[config.mk]
export PLATFORM = sky130hd
export DESIGN_NAME = pbm_port_b_mux
export DESIGN_NICKNAME = d
export VERILOG_FILES = /design/src/hw/pbm_pkg.sv /design/src/hw/pbm_pin_sync.sv /design/src/hw/pbm_port_b_mux.sv
export SDC_FILE = /design/constraint.sdc
export NUM_CORES = 1
export LEC_CHECK = 0
export BUFFER_PORTS_ARGS = -buffer_cell sky130_fd_sc_hd__buf_2
export CAP_MARGIN = 15
export CORE_MARGIN = 5
export CORE_UTILIZATION = 44
export DETAILED_ROUTE_END_ITERATION = 10
export PLACE_DENSITY_LB_ADDON = 0.12
export SETUP_SLACK_MARGIN = 0.02
export SYNTH_ARGS = -nofsm -noshare
export SYNTH_HDL_FRONTEND = slang
export SYNTH_HIERARCHICAL = 1
export SYNTH_SLANG_ARGS = --single-unit
[constraint.sdc]
create_clock -name clk_sys -period 1.45 [get_ports clk_sys]
set_input_delay 0.145 -clock clk_sys [delete_from_list [all_inputs] [get_ports clk_sys]]
set_output_delay 0.145 -clock clk_sys [all_outputs]
set_load 0.005 [all_outputs]
[src/hw/pbm_pkg.sv]
// constants and types for the port b pin function multiplexer
`default_nettype none
package pbm_pkg;
   localparam int NUM_PINS = 4;
   localparam int SEL_W    = 3;
   localparam int SYNC_W   = 3;
   localparam int CKSEL_W  = 3;
   // function select codes, shared by all pins
   localparam logic [2:0] FN_GPIO = 3'h0;
   localparam logic [2:0] FN_ALT1 = 3'h1;
   localparam logic [2:0] FN_ALT2 = 3'h2;
   localparam logic [2:0] FN_ALT3 = 3'h3;
   localparam logic [2:0] FN_ALT4 = 3'h4;
   localparam logic [2:0] FN_ALT5 = 3'h5;
   // pin indices inside the four-pin group
   localparam int P2 = 0;
   localparam int P3 = 1;
   localparam int P4 = 2;
   localparam int P5 = 3;
   // reset values
   localparam logic [3:0] RST_DIR  = 4'h0;
   localparam logic [3:0] RST_PULL = 4'hF;
   localparam logic [2:0] RST_SYNC = 3'h7;
   localparam logic       RST_LVL  = 1'h1;
   localparam logic       INACTIVE_HI = 1'h1;
   localparam logic       INACTIVE_LO = 1'h0;
endpackage : pbm_pkg
`default_nettype wire

[src/hw/pbm_pin_sync.sv]
// three-stage input synchroniser with second/third agreement filter
`timescale 1ns/1ps
`default_nettype none
module pbm_pin_sync (
   // clock and reset
   input  wire logic clk_sys,
   input  wire logic reset_n,
   // raw pad level and filtered result
   input  wire logic pad_in,
   output logic      level
);
   import pbm_pkg::*;

   typedef struct packed {
      logic [SYNC_W-1:0] sh;
      logic              lvl;
   } pbm_sync_s;

   pbm_sync_s st_r;
   pbm_sync_s st_nxt;

   // shift and accept a change only when stages two and three agree
   always_comb begin
      st_nxt     = st_r;
      st_nxt.sh  = {st_r.sh[1:0], pad_in};
      if (st_r.sh[1] == st_r.sh[2]) begin
         st_nxt.lvl = st_r.sh[2];
      end
   end

   // register the state, pulled-up level after reset
   always_ff @(posedge clk_sys) begin
      if (!reset_n) begin
         st_r.sh  <= RST_SYNC;
         st_r.lvl <= RST_LVL;
      end else begin
         st_r <= st_nxt;
      end
   end

   assign level = st_r.lvl;
endmodule : pbm_pin_sync
`default_nettype wire

[src/hw/pbm_port_b_mux.sv]
// pin function multiplexer for port b pins 2 to 5
// Behaviour
// - after reset every pin is gpio input with pull-up on
// - each pin has its own gpio direction bit
// - function choice comes from system integration module selects
// - pin2 offers serial0 miso, timer a ch2, pwm source pair45
// - slave not selected: miso driver is released to high impedance
// - slave drives miso half serial clock before master sample edge
// - master drives mosi half serial clock before slave sample edge
// - pin3 offers serial0 mosi, timer a ch3, pwm source pair23
// - pin4 offers serial1 select, timer b0, timer a0, pair01, clock out
// - external master asserts serial1 select to address this port
// - clock out carries the clock chosen by the clock-out select field
// - pin5 offers timer a ch1 and fault input that disables pwm
// - pin5 can be external clock input to clock generation
// - external clock use also needs oscillator clock mode bit
`timescale 1ns/1ps
`default_nettype none
module pbm_port_b_mux (
   // clock and reset
   input  wire logic                      clk_sys,
   input  wire logic                      reset_n,
   // pads, output enables active low
   input  wire logic [pbm_pkg::NUM_PINS-1:0] pad_in,
   output logic [pbm_pkg::NUM_PINS-1:0]   pad_out,
   output logic [pbm_pkg::NUM_PINS-1:0]   pad_oe_n,
   output logic [pbm_pkg::NUM_PINS-1:0]   pad_pullup_en,
   // function selects from system integration module
   input  wire logic [pbm_pkg::SEL_W-1:0] pin2_fn_sel,
   input  wire logic [pbm_pkg::SEL_W-1:0] pin3_fn_sel,
   input  wire logic [pbm_pkg::SEL_W-1:0] pin4_fn_sel,
   input  wire logic [pbm_pkg::SEL_W-1:0] pin5_fn_sel,
   input  wire logic                      oscillator_clock_mode_bit,
   // gpio controller
   input  wire logic [pbm_pkg::NUM_PINS-1:0] gpio_dir,
   input  wire logic [pbm_pkg::NUM_PINS-1:0] gpio_out,
   input  wire logic [pbm_pkg::NUM_PINS-1:0] gpio_pull_en,
   output logic [pbm_pkg::NUM_PINS-1:0]   gpio_in,
   // serial port 0 data
   input  wire logic                      serial0_slave_mode,
   input  wire logic                      serial0_selected,
   input  wire logic                      serial0_master_in_data_out,
   input  wire logic                      serial0_master_out_data_out,
   output logic                           serial0_master_in_data,
   output logic                           serial0_master_out_data,
   // serial port 1 select
   output logic                           serial1_slave_select_n,
   // timer channels, output value and drive enable
   input  wire logic [3:0]                timer_a_out,
   input  wire logic [3:0]                timer_a_oe,
   output logic [3:0]                     timer_a_in,
   input  wire logic                      timer_b_channel0_out,
   input  wire logic                      timer_b_channel0_oe,
   output logic                           timer_b_channel0,
   // pwm sources and fault
   output logic                           ext_pwm_source_pair45,
   output logic                           ext_pwm_source_pair23,
   output logic                           ext_pwm_source_pair01,
   output logic                           offchip_fault_input,
   // clocks
   input  wire logic [pbm_pkg::CKSEL_W-1:0] clock_out_source_select,
   input  wire logic [7:0]                clock_sources,
   output logic                           external_clock_input
);
   import pbm_pkg::*;

   typedef struct packed {
      logic [NUM_PINS-1:0] out;
      logic [NUM_PINS-1:0] oe_n;
      logic [NUM_PINS-1:0] pull;
      logic [NUM_PINS-1:0] gin;
      logic                miso;
      logic                mosi;
      logic                ss_n;
      logic [3:0]          ta;
      logic                tb0;
      logic                ps45;
      logic                ps23;
      logic                ps01;
      logic                fault;
      logic                ckin;
   } pbm_state_s;

   pbm_state_s st_r;
   pbm_state_s st_nxt;
   logic [NUM_PINS-1:0] pin_lvl;
   logic                ck_pick;

   ////////////////////////////////////////////////////////////////////////
   // input synchronisers, one per pad
   genvar gi;
   generate
      for (gi = 0; gi < NUM_PINS; gi++) begin : g_sync
         pbm_pin_sync u_sync (
            .clk_sys (clk_sys),
            .reset_n (reset_n),
            .pad_in  (pad_in[gi]),
            .level   (pin_lvl[gi])
         );
      end
   endgenerate

   // clock source picked combinationally, then retimed by the pad output flip-flop
   assign ck_pick = clock_sources[clock_out_source_select];

   ////////////////////////////////////////////////////////////////////////
   // pad and peripheral routing
   always_comb begin
      st_nxt = st_r;
      // gpio default per pin, independent direction
      for (int i = 0; i < NUM_PINS; i++) begin
         st_nxt.out[i]  = gpio_out[i];
         st_nxt.oe_n[i] = ~gpio_dir[i];
         st_nxt.pull[i] = gpio_pull_en[i] & ~gpio_dir[i];
         st_nxt.gin[i]  = pin_lvl[i];
      end
      // inactive levels for inputs not mapped to a pin
      st_nxt.miso  = INACTIVE_LO;
      st_nxt.mosi  = INACTIVE_LO;
      st_nxt.ss_n  = INACTIVE_HI;
      st_nxt.ta    = 4'h0;
      st_nxt.tb0   = INACTIVE_LO;
      st_nxt.ps45  = INACTIVE_LO;
      st_nxt.ps23  = INACTIVE_LO;
      st_nxt.ps01  = INACTIVE_LO;
      st_nxt.fault = INACTIVE_LO;
      st_nxt.ckin  = INACTIVE_LO;
      // pin2: miso, timer a2, pwm source pair45
      unique case (pin2_fn_sel)
         FN_ALT1: begin
            st_nxt.out[P2]  = serial0_master_in_data_out;
            st_nxt.oe_n[P2] = ~(serial0_slave_mode & serial0_selected);
            st_nxt.pull[P2] = 1'h0;
            st_nxt.miso     = pin_lvl[P2];
         end
         FN_ALT2: begin
            st_nxt.out[P2]  = timer_a_out[2];
            st_nxt.oe_n[P2] = ~timer_a_oe[2];
            st_nxt.ta[2]    = pin_lvl[P2];
         end
         FN_ALT3: begin
            st_nxt.oe_n[P2] = 1'h1;
            st_nxt.ps45     = pin_lvl[P2];
         end
         default: begin
         end
      endcase
      // pin3: mosi, timer a3, pwm source pair23
      unique case (pin3_fn_sel)
         FN_ALT1: begin
            st_nxt.out[P3]  = serial0_master_out_data_out;
            st_nxt.oe_n[P3] = serial0_slave_mode;
            st_nxt.mosi     = pin_lvl[P3];
         end
         FN_ALT2: begin
            st_nxt.out[P3]  = timer_a_out[3];
            st_nxt.oe_n[P3] = ~timer_a_oe[3];
            st_nxt.ta[3]    = pin_lvl[P3];
         end
         FN_ALT3: begin
            st_nxt.oe_n[P3] = 1'h1;
            st_nxt.ps23     = pin_lvl[P3];
         end
         default: begin
         end
      endcase
      // pin4: select, timer b0, timer a0, pair01, clock out
      unique case (pin4_fn_sel)
         FN_ALT1: begin
            st_nxt.oe_n[P4] = 1'h1;
            st_nxt.ss_n     = pin_lvl[P4];
         end
         FN_ALT2: begin
            st_nxt.out[P4]  = timer_b_channel0_out;
            st_nxt.oe_n[P4] = ~timer_b_channel0_oe;
            st_nxt.tb0      = pin_lvl[P4];
         end
         FN_ALT3: begin
            st_nxt.out[P4]  = timer_a_out[0];
            st_nxt.oe_n[P4] = ~timer_a_oe[0];
            st_nxt.ta[0]    = pin_lvl[P4];
         end
         FN_ALT4: begin
            st_nxt.oe_n[P4] = 1'h1;
            st_nxt.ps01     = pin_lvl[P4];
         end
         FN_ALT5: begin
            st_nxt.out[P4]  = ck_pick;
            st_nxt.oe_n[P4] = 1'h0;
            st_nxt.pull[P4] = 1'h0;
         end
         default: begin
         end
      endcase
      // pin5: timer a1, fault input, external clock input
      unique case (pin5_fn_sel)
         FN_ALT1: begin
            st_nxt.out[P5]  = timer_a_out[1];
            st_nxt.oe_n[P5] = ~timer_a_oe[1];
            st_nxt.ta[1]    = pin_lvl[P5];
         end
         FN_ALT2: begin
            st_nxt.oe_n[P5] = 1'h1;
            st_nxt.fault    = pin_lvl[P5];
         end
         FN_ALT3: begin
            st_nxt.oe_n[P5] = 1'h1;
            st_nxt.ckin = pin_lvl[P5] & oscillator_clock_mode_bit;
         end
         default: begin
         end
      endcase
   end

   ////////////////////////////////////////////////////////////////////////
   // state register, gpio input with pull-up after reset
   always_ff @(posedge clk_sys) begin
      if (!reset_n) begin
         st_r       <= '0;
         st_r.oe_n  <= 4'hF;
         st_r.pull  <= RST_PULL;
         st_r.gin   <= 4'hF;
         st_r.ss_n  <= INACTIVE_HI;
      end else begin
         st_r <= st_nxt;
      end
   end

   // outputs straight from flip-flops
   assign pad_out                = st_r.out;
   assign pad_oe_n               = st_r.oe_n;
   assign pad_pullup_en          = st_r.pull;
   assign gpio_in                = st_r.gin;
   assign serial0_master_in_data = st_r.miso;
   assign serial0_master_out_data = st_r.mosi;
   assign serial1_slave_select_n = st_r.ss_n;
   assign timer_a_in             = st_r.ta;
   assign timer_b_channel0       = st_r.tb0;
   assign ext_pwm_source_pair45  = st_r.ps45;
   assign ext_pwm_source_pair23  = st_r.ps23;
   assign ext_pwm_source_pair01  = st_r.ps01;
   assign offchip_fault_input    = st_r.fault;
   assign external_clock_input   = st_r.ckin;
endmodule : pbm_port_b_mux
`default_nettype wire

==> impl_metrics.py, run 1 <==
metrics = {
    "outcome": {
        "run_status": "finished clean",
    },
    "flow_run": {
        "timing.max_cap.violations": 0,
    },
    "grt": {
        "grt_max_degree": 36,
        "gr-usage-all-layers_pct": 13.6,
        "grt-ovfl-total": 0,
        "grt_first_pass_wirelength_um": 5630,
        "number_of_global_route_vias_before_repair": 1332,
        "initial_antenna_violation_count": 0,
    },
    "setup_path": {
        "crit-reg2reg-capture": "serial1_slave_select_n",
        "worstReg2RegStart": "g_sync[2].u_sync/level",
        "crit_type": "flip-flop to flip-flop",
        "crit_path_end_kind": "flip-flop",
        "ff2ff_path_depth": 2,
        "crit_required_ns": 1.62,
        "reg2reg_setup_slack_ns": 0.44,
        "crit_path_start_kind": "flip-flop",
        "critical_path.max_fanout": 5,
        "arrival_time_of_data_at_the_critical_path_endpoint_ns": 1.19,
    },
    "placement": {
        "place_inst": 300,
        "placement.cell_area_um2": 2110,
        "port_buffers": 84,
        "place_ws_ns": 0.199,
        "hpwl_um": 2640,
        "gp_congestion": 0.794,
    },
    "worst_hold_path": {
        "hold_depth": 2,
        "hold_end": "g_sync[1].u_sync/st_nxt[2]",
        "hold_path.startpoint": "pad_in[1]",
        "hold_class": "input pin to flip-flop",
    },
    "timing": {
        "max_freq_ghz": 0.987,
        "period_share_pct": 69.9,
        "final.min_clock_period_ns": 1.01,
        "timing_max_transition_violations_final": 0,
        "fin_worst_skew_ns": 0.00502,
        "timing.final.setup_violations": 0,
        "relSlewSlack_pct": 71.0,
        "rsz_0062_raised_after_global_routing": "false",
        "tightest_slew_ns": 0.425,
        "final_hold_viol_count": 0,
        "final.setup.tns_ns": 0,
        "timing.final.ws_setup_ns": 0.437,
    },
    "clock_network": {
        "clk_pin_slew_ns": 0.08,
        "clock_insertion_delay_worst_skew_ns": 0.29,
        "cts_buffer_count": 5,
        "cts_tree": "yes",
        "clockRootBuffer": "sky130_fd_sc_hd__clkbuf_8",
        "tritoncts_num_sinks": 45,
        "holdBufCountCts": 0,
        "cts.path.max_buffers": 2,
        "post-cts-setup-buffer-count": 0,
        "cts_resized": 0,
        "cts_max_level": 2,
    },
    "finish": {
        "num-fill-cells": 347,
        "insertedDiodeCount": 0,
        "nNetsFinal": 315,
        "final_area_um2": 2200,
        "layout-drive-gt1-share_pct": 37.3,
        "postLayoutCoreUtil_pct": 60.7,
        "synthToLayoutAreaGrowth_pct": 33.8,
        "mostFrequentLayoutCells": "sky130_fd_sc_hd__buf_2, sky130_fd_sc_hd__dfxtp_1, sky130_fd_sc_hd__nand2b_1",
        "stdcell_count": 308,
        "layout_commonest_cell": "sky130_fd_sc_hd__buf_2",
    },
    "synthesis": {
        "synth_area_um2": 1650,
        "yosys.area.top_type": "sky130_fd_sc_hd__dfxtp_1",
        "synth_ff_type": "sky130_fd_sc_hd__dfxtp_1",
        "area_fraction_of_the_dominant_cell_type_after_synthesis_pct": 54.7,
        "share_of_flip_flops_with_an_asynchronous_set_or_reset_after_synthesis_pct": 0,
        "yosys.cell_types.count": 38,
        "syn-instance-count": 173,
        "synth_enable_flop_cells": 0,
        "synth.ff_latch_count": 45,
        "synth_top_cells_by_area": "sky130_fd_sc_hd__dfxtp_1, sky130_fd_sc_hd__nand2b_1, sky130_fd_sc_hd__nor2_1, sky130_fd_sc_hd__a21oi_1, sky130_fd_sc_hd__o21ai_0",
        "postSynthAreaPerCell_um2": 9.53,
        "syn-num-nets": 229,
        "synth-seq-area-share_pct": 54.7,
        "yosysWarnings": 6,
    },
    "route": {
        "routed_via_density": 4.65,
        "routed_wl_um": 3330,
        "detail_route.drc_violations": 0,
        "antenna_violating_nets_post_route": 0,
        "post_drt_wl_per_cell_um": 10.8,
        "first_iteration_detailed_routing_drc_count": 69,
        "dr.pass1.iters": 4,
        "num_vias": 1431,
    },
    "power": {
        "power.density_nw_per_um2": 1040,
        "vdd_drop_max_mv": 0.686,
        "p_leak_nw": 1.01,
    },
    "floorplanning": {
        "placementRows": 22,
        "io_pins": 85,
        "chipHeight_um": 71.2,
        "fp.coreArea_um2": 3630,
        "die-area_um2": 5070,
        "start_util_pct": 45.4,
        "die_width_um": 71.2,
    },
}
area by class of cell:
type	count	area, um^2	area share [%]
Sequential cell	45	901	40.9
Multi-Input combinational cell	116	689	31.3
Timing Repair Buffer	85	440	20.0
Clock buffer	5	68.8	3.12
Tap cell	48	60.1	2.72
Clock inverter	3	22.5	1.02
Inverter	6	22.5	1.02
per-layer routing:
| metal | wire length [um] | global-route usage (%) |
|---|---|---|
| met1 | 1430 | 17.8 |
| met2 | 1530 | 20.6 |
| met3 | 333 | 5.11 |
| met4 | 38 | 4.38 |
| met5 | 0 | 0 |
cell families after synthesis:
kind of cell	Yosys count	share of synthesized area, %
compound gates	35	12.8
buf+inv	12	3.49
flops	45	54.7
mux	3	2.58
simple gates	78	26.4
where the power goes:
part	switching [mW]	internal (mW)	total (mW)
logic	0.121	0.140	0.262
registers	0.0119	1.28	1.29
clock network	0.398	0.341	0.739
synthesized netlist by cell type, drive strengths merged (6+ instances only):
cell type  count
dfxtp         45
nand2b        21
nor2          17
o21ai         14
nand2         13
a21oi         10
inv            6
nor2b          6
worst max-delay path, stage by stage, from the launching register on:
cell                       delay (ns)
sky130_fd_sc_hd__dfxtp_1         0.35
sky130_fd_sc_hd__nand2b_1        0.18
sky130_fd_sc_hd__or3b_1          0.37
state kept, by name (all words and copies together) (netlist names):
name and flops:
ext_pwm_source_pair23 1, timer_b_channel0 1, timer_a_in 4, gpio_in 4
pad_oe_n 4, pad_pullup_en 4, g_sync.u_sync/level 4, g_sync.u_sync/st_r 4
external_clock_input 1, serial0_master_in_data 1, ext_pwm_source_pair45 1, serial0_master_out_data 1
g_sync.u_sync/st_nxt 8, offchip_fault_input 1, serial1_slave_select_n 1, ext_pwm_source_pair01 1
pad_out 4
stage by stage:
stage,power [mW],hold WS [ns]
global route,2.42,0.0217
CTS,2.34,0.0141
floorplan,1.44,0.217
global placement,1.58,0.324
finish,2.29,0.0277
detailed placement,1.59,0.328
worst max-delay path by stage:
stage                              to  slack, ns                    from
2_1_floorplan              pad_out[2]       0.31          pin4_fn_sel[2]
3_3_place_gp               pad_out[2]       0.24          pin4_fn_sel[2]
3_5_place_dp               pad_out[2]       0.20          pin4_fn_sel[2]
4_1_cts        serial1_slave_select_n       0.43  g_sync[2].u_sync/level
5_1_grt        serial1_slave_select_n       0.41  g_sync[2].u_sync/level
6_report       serial1_slave_select_n       0.44  g_sync[2].u_sync/level
Power figures use the tool's default switching activity.
==> inputs of run 2 (changes only) <==
--- a/config.mk
+++ b/config.mk
@@ -5,10 +5,11 @@
 export SDC_FILE = /design/constraint.sdc
 export NUM_CORES = 1
 export LEC_CHECK = 0
+export ABC_AREA = 1
 export BUFFER_PORTS_ARGS = -buffer_cell sky130_fd_sc_hd__buf_2
 export CAP_MARGIN = 15
 export CORE_MARGIN = 5
-export CORE_UTILIZATION = 44
+export CORE_UTILIZATION = 40
 export DETAILED_ROUTE_END_ITERATION = 10
 export PLACE_DENSITY_LB_ADDON = 0.12
 export SETUP_SLACK_MARGIN = 0.02
==> constraint.sdc (replaced) <==
create_clock -name clk_sys -period 0.88 [get_ports clk_sys]
set_input_delay 0.088 -clock clk_sys [delete_from_list [all_inputs] [get_ports clk_sys]]
set_output_delay 0.088 -clock clk_sys [all_outputs]
set_load 0.005 [all_outputs]
==> impl_metrics.py, run 2 <==
metrics = {
    "setup_path": {
        "critical_path_depth": 3,
        "crit_path_start_kind": "input pin",
        "ff2ff_path_depth": 3,
        "reg2reg_setup_slack_ns": 0.09,
        "crit_chain": "dlygate4sd3_1 > buf_2 > o311ai_0",
        "crit_required_ns": 1.07,
        "crit_type": "input pin to flip-flop",
        "critical_path.top_delay_family": "buffers and inverters",
        "crit_path_max_incr_delay_ns": 0.53,
        "path_buf_inv": 2,
        "arrival_time_of_data_at_the_critical_path_endpoint_ns": 1.03,
        "crit_slowest_cell": "sky130_fd_sc_hd__dlygate4sd3_1",
        "crit_path_end_kind": "flip-flop",
        "critical_path.max_fanout": 2,
    },
    "clock_network": {
        "cts_max_level": 2,
        "cts_buffer_count": 5,
        "cts_tree": "yes",
        "clk_pin_slew_ns": 0.08,
        "cts.path.max_buffers": 2,
        "clockRootBuffer": "sky130_fd_sc_hd__clkbuf_8",
        "tritoncts_num_sinks": 45,
        "clock_insertion_delay_worst_skew_ns": 0.29,
    },
    "placement": {
        "port_buffers": 84,
        "place_inst": 357,
        "place_ws_ns": 0.0312,
        "gp_congestion": 0.805,
        "hpwl_um": 2910,
    },
    "timing": {
        "final.min_clock_period_ns": 0.838,
        "rsz_0062_raised_after_global_routing": "false",
        "tightest_slew_ns": 0.253,
        "worst_hold_slack_ns": 0.0152,
        "timing.final.setup_violations": 0,
        "timing.final.ws_setup_ns": 0.0417,
        "max_freq_ghz": 1.19,
        "final.setup.tns_ns": 0,
        "fin_worst_skew_ns": 0.00333,
        "period_share_pct": 95.3,
        "relSlewSlack_pct": 82.9,
        "final_hold_viol_count": 0,
        "timing_max_transition_violations_final": 0,
    },
    "synthesis": {
        "synth-seq-area-share_pct": 54.5,
        "synth_area_um2": 1650,
        "synth_top_cells_by_area": "sky130_fd_sc_hd__dfxtp_1, sky130_fd_sc_hd__nand2_1, sky130_fd_sc_hd__inv_1, sky130_fd_sc_hd__nor2_1, sky130_fd_sc_hd__nand3_1",
        "synth.ff_latch_count": 45,
        "synth_ff_type": "sky130_fd_sc_hd__dfxtp_1",
        "yosysWarnings": 6,
        "synth_enable_flop_cells": 0,
        "yosys.area.top_type": "sky130_fd_sc_hd__dfxtp_1",
        "area_fraction_of_the_dominant_cell_type_after_synthesis_pct": 54.5,
        "synth.most_common_cell": "sky130_fd_sc_hd__nand2_1",
        "ranking_of_synthesized_cells_by_instance_count": "sky130_fd_sc_hd__nand2_1, sky130_fd_sc_hd__dfxtp_1, sky130_fd_sc_hd__inv_1, sky130_fd_sc_hd__nor2_1, sky130_fd_sc_hd__nand3_1",
        "syn-num-nets": 274,
        "share_of_flip_flops_with_an_asynchronous_set_or_reset_after_synthesis_pct": 0,
        "postSynthAreaPerCell_um2": 7.59,
        "syn-instance-count": 218,
        "yosys.cell_types.count": 21,
    },
    "route": {
        "detail_route.drc_violations": 0,
        "antenna_violating_nets_post_route": 0,
        "dr.pass1.iters": 4,
        "num_vias": 1602,
        "first_iteration_detailed_routing_drc_count": 47,
        "routed_wl_um": 3680,
        "routed_via_density": 4.31,
        "post_drt_wl_per_cell_um": 9.90,
    },
    "floorplanning": {
        "fp.coreArea_um2": 4000,
        "start_util_pct": 41.4,
        "chipHeight_um": 74.3,
        "die-area_um2": 5520,
        "placementRows": 23,
        "die_width_um": 74.3,
        "io_pins": 85,
    },
    "grt": {
        "gr-usage-all-layers_pct": 13.9,
        "grt-ovfl-total": 0,
        "initial_antenna_violation_count": 0,
        "grt_first_pass_wirelength_um": 5930,
        "grt_max_degree": 14,
        "number_of_global_route_vias_before_repair": 1462,
    },
    "power": {
        "vdd_drop_max_mv": 0.830,
        "power.share.clock_pct": 35.6,
        "power.density_nw_per_um2": 1720,
        "power_switching_mw": 0.907,
        "p_leak_nw": 1.35,
        "seq_power_share_pct": 52.1,
        "p_comb_share_pct": 12.2,
        "cellInternalPower_mw": 3.21,
        "netSwitchingFraction_pct": 22.0,
    },
    "finish": {
        "num-fill-cells": 382,
        "nNetsFinal": 378,
        "layout-drive-gt1-share_pct": 34.8,
        "stdcell_count": 372,
        "largest_register_ff_count": 8,
        "mostFrequentLayoutCells": "sky130_fd_sc_hd__buf_2, sky130_fd_sc_hd__nand2_1, sky130_fd_sc_hd__dfxtp_1",
        "synthToLayoutAreaGrowth_pct": 44.9,
        "insertedDiodeCount": 0,
        "layout_commonest_cell": "sky130_fd_sc_hd__buf_2",
    },
    "outcome": {
        "run_status": "finished clean",
    },
    "worst_hold_path": {
        "hold_depth": 3,
        "hold_class": "input pin to flip-flop",
    },
    "flow_run": {
        "timing.max_cap.violations": 0,
    },
}
run 2: cell types whose count changed after synthesis, moves of 6 or more:
cell                       before  now
sky130_fd_sc_hd__inv_1          6   42
sky130_fd_sc_hd__nand2_1       13   47
sky130_fd_sc_hd__nand2b_1      21    0
sky130_fd_sc_hd__nand3_1        1   16
sky130_fd_sc_hd__nor2_1        17   26
sky130_fd_sc_hd__o21ai_0       10    3
sky130_fd_sc_hd__nor2b_1        6    0
run 2: timing repair:
item | 4_1_cts | 5_1_grt
hold buffers | 8 | 0
hold endpoints to repair | 8 | 0
setup buffers | 0 | 0
setup endpoints to repair | 0 | 2
gates resized for setup | 0 | 2
run 2: worst register-to-register path, stage by stage (launching register included):
cell and delay [ns]:
sky130_fd_sc_hd__dfxtp_1 0.32, sky130_fd_sc_hd__nand2_1 0.09, sky130_fd_sc_hd__nand2_2 0.06, sky130_fd_sc_hd__or2_1 0.22
run 2: through the flow:
| step | power [mW] | instance area, um^2 | util [%] |
|---|---|---|---|
| final | 4.12 | 2400 | 59.9 |
| after global routing | 4.32 | 2400 | 59.9 |
| after CTS | 4.17 | 2390 | 59.7 |
| after detailed placement | 2.67 | 2200 | 55.1 |
| after global placement | 2.67 | 2200 | 55.1 |
| after floorplan | 2.39 | 1650 | - |
run 2: cells by family (layout without fill, tap and decap cells):
logic type	after synthesis	in the layout	synth area share (%)
and+or+nand+nor	109	109	29.0
DFF	45	45	54.5
buffers and inverters	48	152	11.0
AOI/OAI and AO/OA	16	16	5.52
run 2: final cells by class:
cell class                      instances  area [um^2]  area share (%)
Clock buffer                            5         68.8            2.87
Clock inverter                          2         35.0            1.46
Inverter                               46          173            7.20
Multi-Input combinational cell        125          579            24.2
Sequential cell                        45          901            37.6
Tap cell                               50         62.6            2.61
Timing Repair Buffer                   99          578            24.1
run 2: metal layers:
layer / share of wire, % / vias to the layer above / wire length [um] / global-route usage, %
li1: - / 872 / - / -
met1: 42 / 679 / 1530 / 16.1
met2: 47 / 49 / 1750 / 23.9
met3: 11 / 2 / 387 / 5.14
met4: 0.41 / 0 / 15 / 4.15
met5: 0 / - / 0 / 0
run 2: worst paths after layout:
kind,end,start
worst max-delay path,pad_oe_n[1],gpio_dir[1]
worst min-delay path,pad_pullup_en[0],gpio_pull_en[0]
worst max register to register,serial1_slave_select_n,g_sync[2].u_sync/level
worst min register to register,g_sync[1].u_sync/st_nxt[3],g_sync[1].u_sync/st_nxt[2]
run 2: power by group through the flow:
stage | sequential [mW] | combinational (mW) | clock, mW
2_1_floorplan | 2.20 | 0.187 | 0
3_3_place_gp | 2.19 | 0.472 | 0
3_5_place_dp | 2.19 | 0.477 | 0
4_1_cts | 2.15 | 0.507 | 1.52
5_1_grt | 2.15 | 0.574 | 1.59
6_report | 2.14 | 0.504 | 1.47
==> inputs of run 3 (changes only) <==
--- a/config.mk
+++ b/config.mk
@@ -6,14 +6,13 @@
 export NUM_CORES = 1
 export LEC_CHECK = 0
 export ABC_AREA = 1
-export BUFFER_PORTS_ARGS = -buffer_cell sky130_fd_sc_hd__buf_2
+export BUFFER_PORTS_ARGS = -buffer_cell sky130_fd_sc_hd__buf_4
 export CAP_MARGIN = 15
 export CORE_MARGIN = 5
-export CORE_UTILIZATION = 40
+export CORE_UTILIZATION = 39
 export DETAILED_ROUTE_END_ITERATION = 10
 export PLACE_DENSITY_LB_ADDON = 0.12
 export SETUP_SLACK_MARGIN = 0.02
 export SYNTH_ARGS = -nofsm -noshare
 export SYNTH_HDL_FRONTEND = slang
-export SYNTH_HIERARCHICAL = 1
 export SYNTH_SLANG_ARGS = --single-unit
==> impl_metrics.py, run 3 <==
metrics = {
    "outcome": {
        "run_status": "finished clean",
    },
    "synthesis": {
        "syn-num-nets": 247,
        "yosysWarnings": 0,
        "synth_enable_flop_cells": 0,
        "ranking_of_synthesized_cells_by_instance_count": "sky130_fd_sc_hd__dfxtp_1, sky130_fd_sc_hd__nand2_1, sky130_fd_sc_hd__inv_1, sky130_fd_sc_hd__nor2_1, sky130_fd_sc_hd__nand3_1",
        "post_synth_xor_area_fraction_pct": 0,
        "synth.area.mux_share_pct": 0,
        "share_of_flip_flops_with_an_asynchronous_set_or_reset_after_synthesis_pct": 0,
        "postSynthAreaPerCell_um2": 8.38,
        "synth_ff_type": "sky130_fd_sc_hd__dfxtp_1",
        "synth.most_common_cell": "sky130_fd_sc_hd__dfxtp_1",
        "yosys.area.top_type": "sky130_fd_sc_hd__dfxtp_1",
        "area_fraction_of_the_dominant_cell_type_after_synthesis_pct": 56.3,
        "syn-instance-count": 191,
        "synth-seq-area-share_pct": 56.3,
        "synth_simple_gate_area_share_pct": 27.3,
        "synth.ff_latch_count": 45,
        "compound_cell_area_share_of_the_yosys_netlist_pct": 8.29,
        "synth_fa_ha_area_share_pct": 0,
        "synth_top_family_by_area": "simple AND/OR/NAND/NOR gates",
        "synth_top_cells_by_area": "sky130_fd_sc_hd__dfxtp_1, sky130_fd_sc_hd__nand2_1, sky130_fd_sc_hd__inv_1, sky130_fd_sc_hd__nand3_1, sky130_fd_sc_hd__or2_2",
        "synth_area_um2": 1600,
        "yosys.cell_types.count": 23,
    },
    "timing": {
        "timing.final.setup_violations": 0,
        "final_hold_viol_count": 0,
        "max_freq_ghz": 1.18,
        "final.min_clock_period_ns": 0.845,
        "relSlewSlack_pct": 81.4,
        "final.setup.tns_ns": 0,
        "timing_max_transition_violations_final": 0,
        "timing.final.ws_setup_ns": 0.0346,
        "rsz_0062_raised_after_global_routing": "false",
        "period_share_pct": 96.1,
        "fin_worst_skew_ns": 0.00655,
        "worst_hold_slack_ns": 0.00830,
        "tightest_slew_ns": 0.278,
    },
    "finish": {
        "synthToLayoutAreaGrowth_pct": 58.6,
        "postLayoutCoreUtil_pct": 63.4,
        "stdcell_count": 341,
        "largest_register_ff_count": 8,
        "nNetsFinal": 346,
        "final_area_um2": 2540,
        "layout_commonest_cell": "sky130_fd_sc_hd__buf_4",
        "insertedDiodeCount": 0,
        "layout-drive-gt1-share_pct": 38.8,
        "num-fill-cells": 367,
        "mostFrequentLayoutCells": "sky130_fd_sc_hd__buf_4, sky130_fd_sc_hd__dfxtp_1, sky130_fd_sc_hd__nand2_1",
    },
    "floorplanning": {
        "io_pins": 85,
        "die_width_um": 74.1,
        "die-area_um2": 5480,
        "chipHeight_um": 74.1,
        "start_util_pct": 40.0,
        "placementRows": 23,
        "fp.coreArea_um2": 4000,
    },
    "flow_run": {
        "timing.max_cap.violations": 0,
    },
    "grt": {
        "gr-usage-all-layers_pct": 14.7,
        "grt-ovfl-total": 0,
        "grt_first_pass_wirelength_um": 6150,
        "grt_max_degree": 21,
        "number_of_global_route_vias_before_repair": 1428,
        "initial_antenna_violation_count": 0,
    },
    "placement": {
        "place_inst": 322,
        "place_ws_ns": 0.0229,
        "gp_congestion": 0.839,
        "port_buffers": 84,
        "hpwl_um": 2990,
        "placement.cell_area_um2": 2270,
    },
    "setup_path": {
        "crit_path_end_kind": "flip-flop",
        "reg2reg_setup_slack_ns": 0.08,
        "crit_path_start_kind": "input pin",
        "arrival_time_of_data_at_the_critical_path_endpoint_ns": 1.03,
        "crit_type": "input pin to flip-flop",
        "crit-reg2reg-capture": "ext_pwm_source_pair45",
        "ff2ff_path_depth": 2,
        "critical_path.max_fanout": 1,
        "worstReg2RegStart": "g_sync[0].u_sync.level",
        "crit_required_ns": 1.06,
    },
    "worst_hold_path": {
        "hold_class": "input pin to flip-flop",
        "hold_path.startpoint": "gpio_dir[3]",
        "hold_end": "pad_pullup_en[3]",
        "hold_depth": 2,
    },
    "route": {
        "routed_wl_um": 3880,
        "antenna_violating_nets_post_route": 0,
        "first_iteration_detailed_routing_drc_count": 61,
        "detail_route.drc_violations": 0,
        "dr.pass1.iters": 4,
        "post_drt_wl_per_cell_um": 11.4,
        "num_vias": 1541,
        "routed_via_density": 4.52,
    },
    "clock_network": {
        "cts_max_level": 2,
        "tritoncts_num_sinks": 45,
        "clk_pin_slew_ns": 0.08,
        "post-cts-setup-buffer-count": 0,
        "cts.path.max_buffers": 2,
        "cts_tree": "yes",
        "clock_insertion_delay_worst_skew_ns": 0.29,
        "clockRootBuffer": "sky130_fd_sc_hd__clkbuf_8",
        "cts_buffer_count": 5,
    },
    "power": {
        "finalPower_mw": 4.53,
        "p_leak_nw": 1.28,
        "vdd_drop_max_mv": 1.69,
        "power.density_nw_per_um2": 1780,
    },
}
==> run 3: how the worst max path moves through the flow <==
stage | end | cells past startpoint | slack (ns) | startpoint
after global placement | pad_out[2] | 7 | 0.04 | pin4_fn_sel[2]
after floorplan | g_sync[2].u_sync.level | 6 | 0.13 | reset_n
after CTS | pad_oe_n[1] | 3 | 0.03 | gpio_dir[1]
after detailed placement | pad_out[2] | 7 | 0.02 | pin4_fn_sel[2]
after global routing | ext_pwm_source_pair45 | 2 | 0.01 | g_sync[0].u_sync.level
final | g_sync[1].u_sync.st_nxt[2] | 3 | 0.03 | pad_in[1]
==> run 3: cells by family (layout without fill, tap and decap cells) <==
| kind of cell | count (synthesis) | count (layout) |
|---|---|---|
| DFF | 45 | 45 |
| and+or+nand+nor | 93 | 93 |
| buffers and inverters | 30 | 130 |
| AOI/OAI and AO/OA | 23 | 23 |
==> run 3: cell type report <==
cell class,instances,area (um^2),area share [%]
well taps,50,62.6,2.47
flip-flops and latches,45,902,35.6
inverters,26,97.6,3.85
multi-input cells,116,584,23.0
repair buffers,96,757,29.8
clock inverters,3,65.1,2.56
clock buffers,5,68.8,2.71
==> run 3: report_power, final <==
| part | switching [mW] | internal [mW] | total (mW) |
|---|---|---|---|
| clock network | 0.667 | 1.13 | 1.79 |
| registers | 0.0260 | 2.12 | 2.15 |
| logic | 0.230 | 0.352 | 0.582 |
==> run 3: timing repair <==
action	in CTS	in global routing
setup endpoints to repair	0	6
hold endpoints to repair	9	1
gates resized for setup	0	8
hold buffers	10	1
==> run 3: layer usage <==
layer  track usage, %  share of wire, %  vias up
li1                 -                 -      808
met1             15.4                37      670
met2             25.7                50       54
met3             6.49                11        9
met4             5.63               2.3        0
met5                0                 0        -
==> run 3: critical path, cell delays in order <==
cell	delay, ns
sky130_fd_sc_hd__dlygate4sd3_1	0.54
sky130_fd_sc_hd__buf_4	0.13
sky130_fd_sc_hd__or2_2	0.27
